File: config.mk
export PLATFORM = sky130hd
export DESIGN_NAME = cpu_interrupt_request_logic
export DESIGN_NICKNAME = d
export VERILOG_FILES = /design/src/cirl_pkg.sv /design/src/cirl_vector_ram.sv /design/src/cpu_interrupt_request_logic.sv
export VERILOG_INCLUDE_DIRS = /design/src /design/src/src
export SDC_FILE = /design/constraint.sdc
export NUM_CORES = 1
export LEC_CHECK = 0
export BUFFER_PORTS_ARGS = -buffer_cell sky130_fd_sc_hd__buf_2
export CORE_MARGIN = 2
export CORE_UTILIZATION = 35
export DETAILED_ROUTE_END_ITERATION = 8
export PLACE_DENSITY = 0.54
export SYNTH_ARGS = -nofsm -noshare
export SYNTH_HDL_FRONTEND = slang
export SYNTH_SLANG_ARGS = --single-unit
File: constraint.sdc
create_clock -name sys_clk_i -period 3.67 [get_ports sys_clk_i]
set_clock_uncertainty 0.2 [all_clocks]
set_input_delay 0.5505 -clock sys_clk_i [delete_from_list [all_inputs] [get_ports sys_clk_i]]
set_output_delay 0.5505 -clock sys_clk_i [all_outputs]
set_load 0.01 [all_outputs]
File: src/cirl_regs.svh
// register offsets, field positions, reset values and timing counts of the request logic
`ifndef CIRL_REGS_SVH
`define CIRL_REGS_SVH

// register offsets on the plain register port
`define CIRL_ADDR_STATUS   3'h0
`define CIRL_ADDR_FLAG     3'h1
`define CIRL_ADDR_PEND     3'h2
`define CIRL_ADDR_GRANT    3'h3
`define CIRL_ADDR_NMIV_WP  3'h4
`define CIRL_ADDR_NMIV_PC  3'h5

// reset values
`define CIRL_STATUS_RST    16'h0000
`define CIRL_SYNC_RST      3'h7

// status word fields (status bit 0 is the msb of the word)
`define CIRL_ST_OVF_BIT    11
`define CIRL_ST_OVF_EN_BIT 5
`define CIRL_ST_KEEP       16'hfe00
`define CIRL_ST_MASK_MSB   3
`define CIRL_FLAG_BIT      0

// trap vectors
`define CIRL_VEC_MACRO     16'h0008
`define CIRL_VEC_NMI       16'hfffc
`define CIRL_VEC_L1        16'h0004
`define CIRL_VEC_L2        16'h0008
`define CIRL_VEC_L3        16'h000c
`define CIRL_VEC_L4        16'h0010

// interrupt mask loaded on entry
`define CIRL_MSK_MACRO     4'h1
`define CIRL_MSK_NMI       4'h0
`define CIRL_MSK_L1        4'h0
`define CIRL_MSK_L2        4'h1
`define CIRL_MSK_L3        4'h2
`define CIRL_MSK_L4        4'h3

// least mask value that lets a maskable level through
`define CIRL_EN_L1         4'h1
`define CIRL_EN_L2         4'h2
`define CIRL_EN_L3         4'h3
`define CIRL_EN_L4         4'h4

// clock_output cycles from instruction end to switch start
`define CIRL_SWITCH_DELAY  2'h3

`endif

File: src/cirl_pkg.sv
// types shared by the interrupt request logic
package cirl_pkg;

   typedef enum logic [2:0] {
      cirl_lvl_none  = 3'b000,
      cirl_lvl_macro = 3'b001,
      cirl_lvl_nmi   = 3'b010,
      cirl_lvl_l1    = 3'b011,
      cirl_lvl_l2    = 3'b100,
      cirl_lvl_l3    = 3'b101,
      cirl_lvl_l4    = 3'b110
   } cirl_level_t;

   typedef enum logic [1:0] {
      cirl_s_idle   = 2'b00,
      cirl_s_wait   = 2'b01,
      cirl_s_switch = 2'b10
   } cirl_state_t;

endpackage : cirl_pkg

File: src/cirl_vector_ram.sv
// two-word internal ram holding the non-maskable vector
`timescale 1ns/1ns
`default_nettype none

module cirl_vector_ram (
   input  wire logic        sys_clk_i,
   input  wire logic        reset_i,
   input  wire logic        wr_en_i,
   input  wire logic        wr_addr_i,
   input  wire logic [15:0] wr_data_i,
   input  wire logic        rd_en_i,
   input  wire logic        rd_addr_i,
   output logic      [15:0] rd_data_o
);

   logic [15:0] mem [0:1];

   // contents are not reset: software loads the vector after power-up
   always_ff @(posedge sys_clk_i) begin
      if (wr_en_i) begin
         mem[wr_addr_i] <= wr_data_i;
      end
   end

   // registered read port
   always_ff @(posedge sys_clk_i or posedge reset_i) begin
      if (reset_i) begin
         rd_data_o <= 16'h0000;
      end else if (rd_en_i) begin
         rd_data_o <= mem[rd_addr_i];
      end
   end

endmodule : cirl_vector_ram

`default_nettype wire

File: src/cpu_interrupt_request_logic.sv
// interrupt request logic: synchronizers, request latches, arbiter and switch sequencer
`timescale 1ns/1ns
`default_nettype none
`include "cirl_regs.svh"

module cpu_interrupt_request_logic (
   input  wire logic        sys_clk_i,
   input  wire logic        reset_i,
   input  wire logic        clock_output_i,
   input  wire logic        nonmaskable_request_n_i,
   input  wire logic        level1_request_in_n_i,
   input  wire logic        level4_event_in_n_i,
   input  wire logic        event_counter_mode_i,
   input  wire logic        level3_set_i,
   input  wire logic        instr_done_i,
   input  wire logic        suppress_next_i,
   input  wire logic        macro_opcode_i,
   input  wire logic        overflow_set_i,
   input  wire logic        return_with_workspace_i,
   input  wire logic [15:0] return_with_workspace_status_i,
   input  wire logic [2:0]  reg_addr_i,
   input  wire logic [15:0] reg_wdata_i,
   input  wire logic        reg_wr_i,
   input  wire logic        reg_rd_i,
   output logic      [15:0] reg_rdata_o,
   output logic             switch_start_o,
   output logic      [2:0]  switch_level_o,
   output logic      [15:0] switch_vector_o,
   output logic      [15:0] saved_status_o,
   output logic      [15:0] status_o,
   output logic             macro_trap_flag_o
);

   logic [2:0]   sync_a;
   logic [2:0]   sync_b;
   logic         clko_q;
   logic         clko_fall;
   logic         nmi_low;
   logic         next_nmi_low;
   logic         armed;
   logic         next_armed;
   logic         nmi_pend;
   logic [2:0]   lat;
   logic [2:0]   lat_set;
   logic [2:0]   lat_clr;
   logic         macro_pend;
   logic         next_macro_pend;
   logic         macro_flag;
   logic         next_macro_flag;
   logic         macro_req;
   logic [15:0]  status;
   logic [15:0]  next_status;
   logic [3:0]   mask;
   logic         req_l1;
   logic         req_l2;
   logic         req_l3;
   logic         req_l4;
   logic         trigger;
   logic         sw_now;
   cirl_pkg::cirl_level_t pick;
   cirl_pkg::cirl_state_t state;
   cirl_pkg::cirl_state_t next_state;
   cirl_pkg::cirl_level_t sel;
   cirl_pkg::cirl_level_t next_sel;
   logic [1:0]   cnt;
   logic [1:0]   next_cnt;
   logic         sw_q;
   logic         next_sw;
   logic [15:0]  vec_q;
   logic [15:0]  next_vec;
   logic [2:0]   lvl_q;
   logic [2:0]   next_lvl;
   logic [15:0]  saved_q;
   logic [15:0]  next_saved;
   logic [15:0]  cur_vec;
   logic [3:0]   cur_msk;
   logic [15:0]  rd_q;
   logic [15:0]  next_rd;
   logic         rd_ram;
   logic [15:0]  ram_q;
   logic         ram_wr;

   // two-stage synchronizers; only sync_b is looked at downstream
   always_ff @(posedge sys_clk_i or posedge reset_i) begin
      if (reset_i) begin
         sync_a <= `CIRL_SYNC_RST;
         sync_b <= `CIRL_SYNC_RST;
      end else begin
         sync_a <= {level4_event_in_n_i, level1_request_in_n_i, nonmaskable_request_n_i};
         sync_b <= sync_a;
      end
   end

   // falling edge of clock_output marks the sampling points
   always_ff @(posedge sys_clk_i or posedge reset_i) begin
      if (reset_i) begin
         clko_q <= 1'b0;
      end else begin
         clko_q <= clock_output_i;
      end
   end
   assign clko_fall = clko_q & ~clock_output_i;

   // nonmaskable sampling and rearm; a held-low input raises one trap only
   always_comb begin
      next_nmi_low = nmi_low;
      next_armed   = armed;
      if (clko_fall) begin
         next_nmi_low = ~sync_b[0];
      end
      if (sw_now && sel == cirl_pkg::cirl_lvl_nmi) begin
         next_armed = 1'b0;
      end
      if (clko_fall && sync_b[0]) begin
         next_armed = 1'b1;
      end
   end

   always_ff @(posedge sys_clk_i or posedge reset_i) begin
      if (reset_i) begin
         nmi_low <= 1'b0;
         armed   <= 1'b1;
      end else begin
         nmi_low <= next_nmi_low;
         armed   <= next_armed;
      end
   end
   assign nmi_pend = nmi_low & armed;

   // request latches: entry 0 level 1, entry 1 level 3, entry 2 level 4
   assign lat_set[0] = ~sync_b[1];
   assign lat_set[1] = level3_set_i;
   assign lat_set[2] = ~sync_b[2] & ~event_counter_mode_i;
   assign lat_clr[0] = sw_now && sel == cirl_pkg::cirl_lvl_l1;
   assign lat_clr[1] = sw_now && sel == cirl_pkg::cirl_lvl_l3;
   assign lat_clr[2] = sw_now && sel == cirl_pkg::cirl_lvl_l4;

   genvar g;
   generate
      for (g = 0; g < 3; g = g + 1) begin : g_lat
         logic q;
         logic next_q;
         // a new occurrence in the clearing cycle is kept
         always_comb begin
            next_q = lat_set[g] | (q & ~lat_clr[g]);
         end
         always_ff @(posedge sys_clk_i or posedge reset_i) begin
            if (reset_i) begin
               q <= 1'b0;
            end else begin
               q <= next_q;
            end
         end
         assign lat[g] = q;
      end
   endgenerate

   // macro trap pending bit and the software-visible flag
   always_comb begin
      next_macro_pend = macro_pend;
      next_macro_flag = macro_flag;
      if (sw_now && sel == cirl_pkg::cirl_lvl_macro) begin
         next_macro_pend = 1'b0;
      end
      if (reg_wr_i && reg_addr_i == `CIRL_ADDR_FLAG) begin
         next_macro_flag = reg_wdata_i[`CIRL_FLAG_BIT];
      end
      if (macro_opcode_i) begin
         next_macro_pend = 1'b1;
         next_macro_flag = 1'b1;
      end
   end

   always_ff @(posedge sys_clk_i or posedge reset_i) begin
      if (reset_i) begin
         macro_pend <= 1'b0;
         macro_flag <= 1'b0;
      end else begin
         macro_pend <= next_macro_pend;
         macro_flag <= next_macro_flag;
      end
   end

   // status word; the overflow event is applied last so it is never lost
   always_comb begin
      next_status = status;
      if (reg_wr_i && reg_addr_i == `CIRL_ADDR_STATUS) begin
         next_status = reg_wdata_i;
      end
      if (return_with_workspace_i) begin
         next_status = return_with_workspace_status_i;
      end
      if (sw_now) begin
         next_status = (status & `CIRL_ST_KEEP) | {12'h000, cur_msk};
      end
      if (overflow_set_i) begin
         next_status[`CIRL_ST_OVF_BIT] = 1'b1;
      end
   end

   always_ff @(posedge sys_clk_i or posedge reset_i) begin
      if (reset_i) begin
         status <= `CIRL_STATUS_RST;
      end else begin
         status <= next_status;
      end
   end

   // request qualification and fixed-priority pick
   assign mask      = status[`CIRL_ST_MASK_MSB:0];
   assign macro_req = macro_pend | macro_opcode_i;
   assign req_l1    = lat[0] & (mask >= `CIRL_EN_L1) & ~suppress_next_i;
   assign req_l2    = status[`CIRL_ST_OVF_BIT] & status[`CIRL_ST_OVF_EN_BIT]
                      & (mask >= `CIRL_EN_L2) & ~suppress_next_i;
   assign req_l3    = lat[1] & (mask >= `CIRL_EN_L3) & ~suppress_next_i;
   assign req_l4    = lat[2] & (mask >= `CIRL_EN_L4) & ~suppress_next_i;
   assign trigger   = instr_done_i | macro_opcode_i;

   always_comb begin
      if (macro_req) begin
         pick = cirl_pkg::cirl_lvl_macro;
      end else if (nmi_pend) begin
         pick = cirl_pkg::cirl_lvl_nmi;
      end else if (req_l1) begin
         pick = cirl_pkg::cirl_lvl_l1;
      end else if (req_l2) begin
         pick = cirl_pkg::cirl_lvl_l2;
      end else if (req_l3) begin
         pick = cirl_pkg::cirl_lvl_l3;
      end else if (req_l4) begin
         pick = cirl_pkg::cirl_lvl_l4;
      end else begin
         pick = cirl_pkg::cirl_lvl_none;
      end
   end

   // vector and entry mask of the level being switched in
   always_comb begin
      case (sel)
         cirl_pkg::cirl_lvl_macro: begin
            cur_vec = `CIRL_VEC_MACRO;
            cur_msk = `CIRL_MSK_MACRO;
         end
         cirl_pkg::cirl_lvl_nmi: begin
            cur_vec = `CIRL_VEC_NMI;
            cur_msk = `CIRL_MSK_NMI;
         end
         cirl_pkg::cirl_lvl_l1: begin
            cur_vec = `CIRL_VEC_L1;
            cur_msk = `CIRL_MSK_L1;
         end
         cirl_pkg::cirl_lvl_l2: begin
            cur_vec = `CIRL_VEC_L2;
            cur_msk = `CIRL_MSK_L2;
         end
         cirl_pkg::cirl_lvl_l3: begin
            cur_vec = `CIRL_VEC_L3;
            cur_msk = `CIRL_MSK_L3;
         end
         cirl_pkg::cirl_lvl_l4: begin
            cur_vec = `CIRL_VEC_L4;
            cur_msk = `CIRL_MSK_L4;
         end
         default: begin
            cur_vec = 16'h0000;
            cur_msk = 4'h0;
         end
      endcase
   end

   assign sw_now = (state == cirl_pkg::cirl_s_switch);

   // sequencer: picks only when idle; a pending nmi is granted straight after a macro switch, without returning to idle
   always_comb begin
      next_state = state;
      next_sel   = sel;
      next_cnt   = cnt;
      next_sw    = 1'b0;
      next_vec   = vec_q;
      next_lvl   = lvl_q;
      next_saved = saved_q;
      case (state)
         cirl_pkg::cirl_s_idle: begin
            if (trigger && pick != cirl_pkg::cirl_lvl_none) begin
               next_sel   = pick;
               next_cnt   = `CIRL_SWITCH_DELAY;
               next_state = cirl_pkg::cirl_s_wait;
            end
         end
         cirl_pkg::cirl_s_wait: begin
            if (clko_fall) begin
               next_cnt = cnt - 2'h1;
               if (cnt == 2'h1) begin
                  next_state = cirl_pkg::cirl_s_switch;
               end
            end
         end
         cirl_pkg::cirl_s_switch: begin
            next_sw    = 1'b1;
            next_vec   = cur_vec;
            next_lvl   = sel;
            next_saved = status;
            if (sel == cirl_pkg::cirl_lvl_macro && nmi_pend) begin
               next_sel = cirl_pkg::cirl_lvl_nmi;
            end else begin
               next_state = cirl_pkg::cirl_s_idle;
            end
         end
         default: begin
            next_state = cirl_pkg::cirl_s_idle;
         end
      endcase
   end

   always_ff @(posedge sys_clk_i or posedge reset_i) begin
      if (reset_i) begin
         state   <= cirl_pkg::cirl_s_idle;
         sel     <= cirl_pkg::cirl_lvl_none;
         cnt     <= 2'h0;
         sw_q    <= 1'b0;
         vec_q   <= 16'h0000;
         lvl_q   <= 3'h0;
         saved_q <= 16'h0000;
      end else begin
         state   <= next_state;
         sel     <= next_sel;
         cnt     <= next_cnt;
         sw_q    <= next_sw;
         vec_q   <= next_vec;
         lvl_q   <= next_lvl;
         saved_q <= next_saved;
      end
   end

   // register reads; unmapped offsets answer zero
   assign ram_wr = reg_wr_i && (reg_addr_i == `CIRL_ADDR_NMIV_WP
                                || reg_addr_i == `CIRL_ADDR_NMIV_PC);
   always_comb begin
      case (reg_addr_i)
         `CIRL_ADDR_STATUS: next_rd = status;
         `CIRL_ADDR_FLAG:   next_rd = {15'h0000, macro_flag};
         `CIRL_ADDR_PEND:   next_rd = {8'h00, state, armed, macro_pend, nmi_pend, lat};
         `CIRL_ADDR_GRANT:  next_rd = {13'h0000, lvl_q};
         default:           next_rd = 16'h0000;
      endcase
   end

   always_ff @(posedge sys_clk_i or posedge reset_i) begin
      if (reset_i) begin
         rd_q   <= 16'h0000;
         rd_ram <= 1'b0;
      end else begin
         rd_q   <= next_rd;
         rd_ram <= reg_rd_i && (reg_addr_i == `CIRL_ADDR_NMIV_WP
                                || reg_addr_i == `CIRL_ADDR_NMIV_PC);
      end
   end

   // four bytes of ram behind the nonmaskable vector
   cirl_vector_ram u_vec_ram (
      .sys_clk_i (sys_clk_i),
      .reset_i   (reset_i),
      .wr_en_i   (ram_wr),
      .wr_addr_i (reg_addr_i[0]),
      .wr_data_i (reg_wdata_i),
      .rd_en_i   (reg_rd_i),
      .rd_addr_i (reg_addr_i[0]),
      .rd_data_o (ram_q)
   );

   assign reg_rdata_o       = rd_ram ? ram_q : rd_q;
   assign switch_start_o    = sw_q;
   assign switch_level_o    = lvl_q;
   assign switch_vector_o   = vec_q;
   assign saved_status_o    = saved_q;
   assign status_o          = status;
   assign macro_trap_flag_o = macro_flag;
endmodule : cpu_interrupt_request_logic

`default_nettype wire

==> out/metrics.cfg <==
[outcome]
status=complete, no violations

[final_layout]
final_area_sq_um=6625
drive_gt1_frac=0.3286
multi_input_area_sq_um=1763
nFillCells=1375
finalNetCount=604
diodes=0
ff_latch_area_sq_um=3322
area_delta_synth_final_pct=25.80

[die]
fp.dieH_um=126.7
die_area_sq_um=16040
start_util=0.3596
io_pins=119
core_region_area_sq_um=14640
rows=44
die_w_um=126.7

[cts]
cts-root-buf=clkbuf_16
clk_pin_slew_ns=0.05
clk_latency_ns=0.42
cts_resized=0
cts_buffer_depth=2
cts_setup_buffers=0
cts_buffers=17
cts_tree=yes
postCtsHoldBufs=0
cts_sinks=126
h-tree-depth=4

[drt]
drc=0
ant_nets=0
vias=3650
wirelength_mm=13.61
drtIter0Drc=235
vias_per_cell=4.867
drt_first_pass_iters=4
wl_per_cell_um=18.15

[global_route]
grt_pass1_wl_mm=21.44
antenna_found_initial=0
grt_pass1_vias=3663
grtUsageTotal=0.1791
grt-ovfl-total=0
grt_max_degree=53

[synthesis]
netlist.top_cell.by_area=dfrtp_1
synth_cell_types=48
synth_edf_count=32
yosysMostFrequentCell=dfrtp_1
netlist_area_sq_um=5266
synth_common_cells=87 x dfrtp_1, 80 x nand2_1, 40 x mux2i_1
synth_area_leaders=dfrtp_1 41%, edfxtp_1 18%, mux2i_1 7.6%
ys_seq_elements=126
async_flop_share=0.7460
yosysTopAreaCellShare=0.4134
synth-main-ff-cell=dfrtp_1
ys_seq_area_frac=0.6308
ys.warnings.count=0
syn_inst=445
syn_area_per_cell_sq_um=11.83

[setup_path]
worstRegToRegCells=4
crit_type=reg -> out
max_stage_delay_ns=0.88
cp-end-kind=output pin
cp.required_ns=2.92
start_kind=flip-flop
worstPathCellList=mux2_2 -> buf_2
worstPathMaxFanout=16
crit_arrival_ns=1.88
cpMaxStageDelayCell=dfrtp_1
reg2reg_setup_slack_ns=1.40

[placed_design]
placed_cell_area_sq_um=5969
gp_congestion=0.7709
portBuffers=116
hpwl_mm=9.395

[pwr]
cellLeakagePower_nw=3.166
peakVddDrop_v=0.0003165
p_per_area_nw_per_um2=641.7

[timing]
finalCritPeriodShare=0.7159
slew_headroom=0.4130
fmaxAchievable_ghz=0.3806
tightest_slew_ns=0.8795
hold_viol=0
setup_viol=0
drv_slew=0
tns_ns=0
period_minus_slack_ns=2.627
rsz0062_at_grt=no

[job]
cap_viol_max_count=0

[min_path]
hp-class=in -> async

## area by class of cell
type | instances | area share
clock buffer | 24 | 0.07592
clock inverter | 8 | 0.02304
inverter | 7 | 0.004344
multi-input combinational | 279 | 0.2661
sequential | 126 | 0.5014
tap | 184 | 0.03475
timing repair buffer | 122 | 0.09443
## critical path: cells and delay by family (launching register included)
kind     cells  cell delay, ns
mux          1            0.43
buf+inv      1            0.15
flops        1            0.88
## report_power, final
| part | internal, W | switching (W) | total, W |
|---|---|---|---|
| Sequential | 0.00163 | 0.000155 | 0.00178 |
| Combinational | 0.000274 | 0.000360 | 0.000634 |
| Clock | 0.00123 | 0.000602 | 0.00184 |
| Total | 0.00313 | 0.00112 | 0.00425 |
## layout by cell type (no fill, tap or decap), drive strengths merged, types with 2 or more instances in the layout
cell      Yosys  routed
nand2b        7       7
a31oi         3       3
clkinvlp      0       2
clkinv        0       2
nor3b         3       3
nor2         34      34
nand2        80      80
nor3          6       6
nand3         2       2
inv           7       7
clkbuf       13      24
dfstp         7       7
a21o          2       2
nor2b         3       3
edfxtp       32      32
dfrtp        87      87
and2          9       9
or2           2       2
conb          1       2
a21oi        23      23
mux2         19      19
mux2i        40      40
o21ai        26      26
bufinv        0       4
a211oi        2       2
buf          21     122
## worst paths after layout
path	endpoint	startpoint
setup / recovery	reg_rdata_o[2]	rd_ram$_DFF_PP0_
hold / removal	saved_status_o[10]$_DFFE_PP0P_	reset_i
setup reg to reg	status_o[0]$_DFFE_PP0P_	state[0]$_DFFE_PP0P_
hold reg to reg	sync_b[0]$_DFF_PP1_	sync_a[0]$_DFF_PP1_
max in group asynchronous	sync_b[0]$_DFF_PP1_	reset_i
min in group sys_clk_i	sync_a[2]$_DFF_PP1_	level4_event_in_n_i
## state kept, by name, indices dropped and copies added (netlist names)
register             flops
u_vec_ram.mem           32
rd_q                    16
saved_status_o          16
status_o                16
u_vec_ram.rd_data_o     16
switch_vector_o          4
g_lat.q                  3
sel                      3
switch_level_o           3
sync_a                   3
sync_b                   3
cnt                      2
state                    2
armed                    1
clko_q                   1
macro_pend               1
macro_trap_flag_o        1
nmi_low                  1
rd_ram                   1
switch_start_o           1
## kinds of logic (layout without fill, tap and decap cells)
| logic type | Yosys count | after routing | synth area share |
|---|---|---|---|
| AOI/OAI and AO/OA | 64 | 64 | 0.07484 |
| xor gates and xnor gates | 1 | 1 | 0.001663 |
| and+or+nand+nor | 151 | 151 | 0.1297 |
| adders and majority gates | 1 | 1 | 0.002375 |
| other | 1 | 2 | 0.0007121 |
| muxes | 60 | 60 | 0.1209 |
| DFF | 126 | 126 | 0.6308 |
| buffers and inverters | 41 | 161 | 0.03896 |
## through the flow
step	utilization	total power (W)	cells	hold WS (ns)	worst slack, ns
2_1_floorplan	-	0.002155	446	0.1452	0.3819
3_3_place_gp	0.4076	0.002430	718	0.1469	1.142
3_5_place_dp	0.4076	0.002450	718	0.1479	1.046
4_1_cts	0.4524	0.004302	750	0.007002	0.9934
5_1_grt	0.4524	0.004461	750	0.01102	0.9672
6_report	0.4524	0.004252	750	0.02711	1.043
## layer usage
layer,up-vias,track usage,share of wire
li1,1739,-,-
met1,1818,0.2466,0.47
met2,82,0.2747,0.48
met3,11,0.04724,0.044
met4,0,0.06593,0.012
met5,-,0,0
Note: power is estimated with default switching activity, not from simulation.
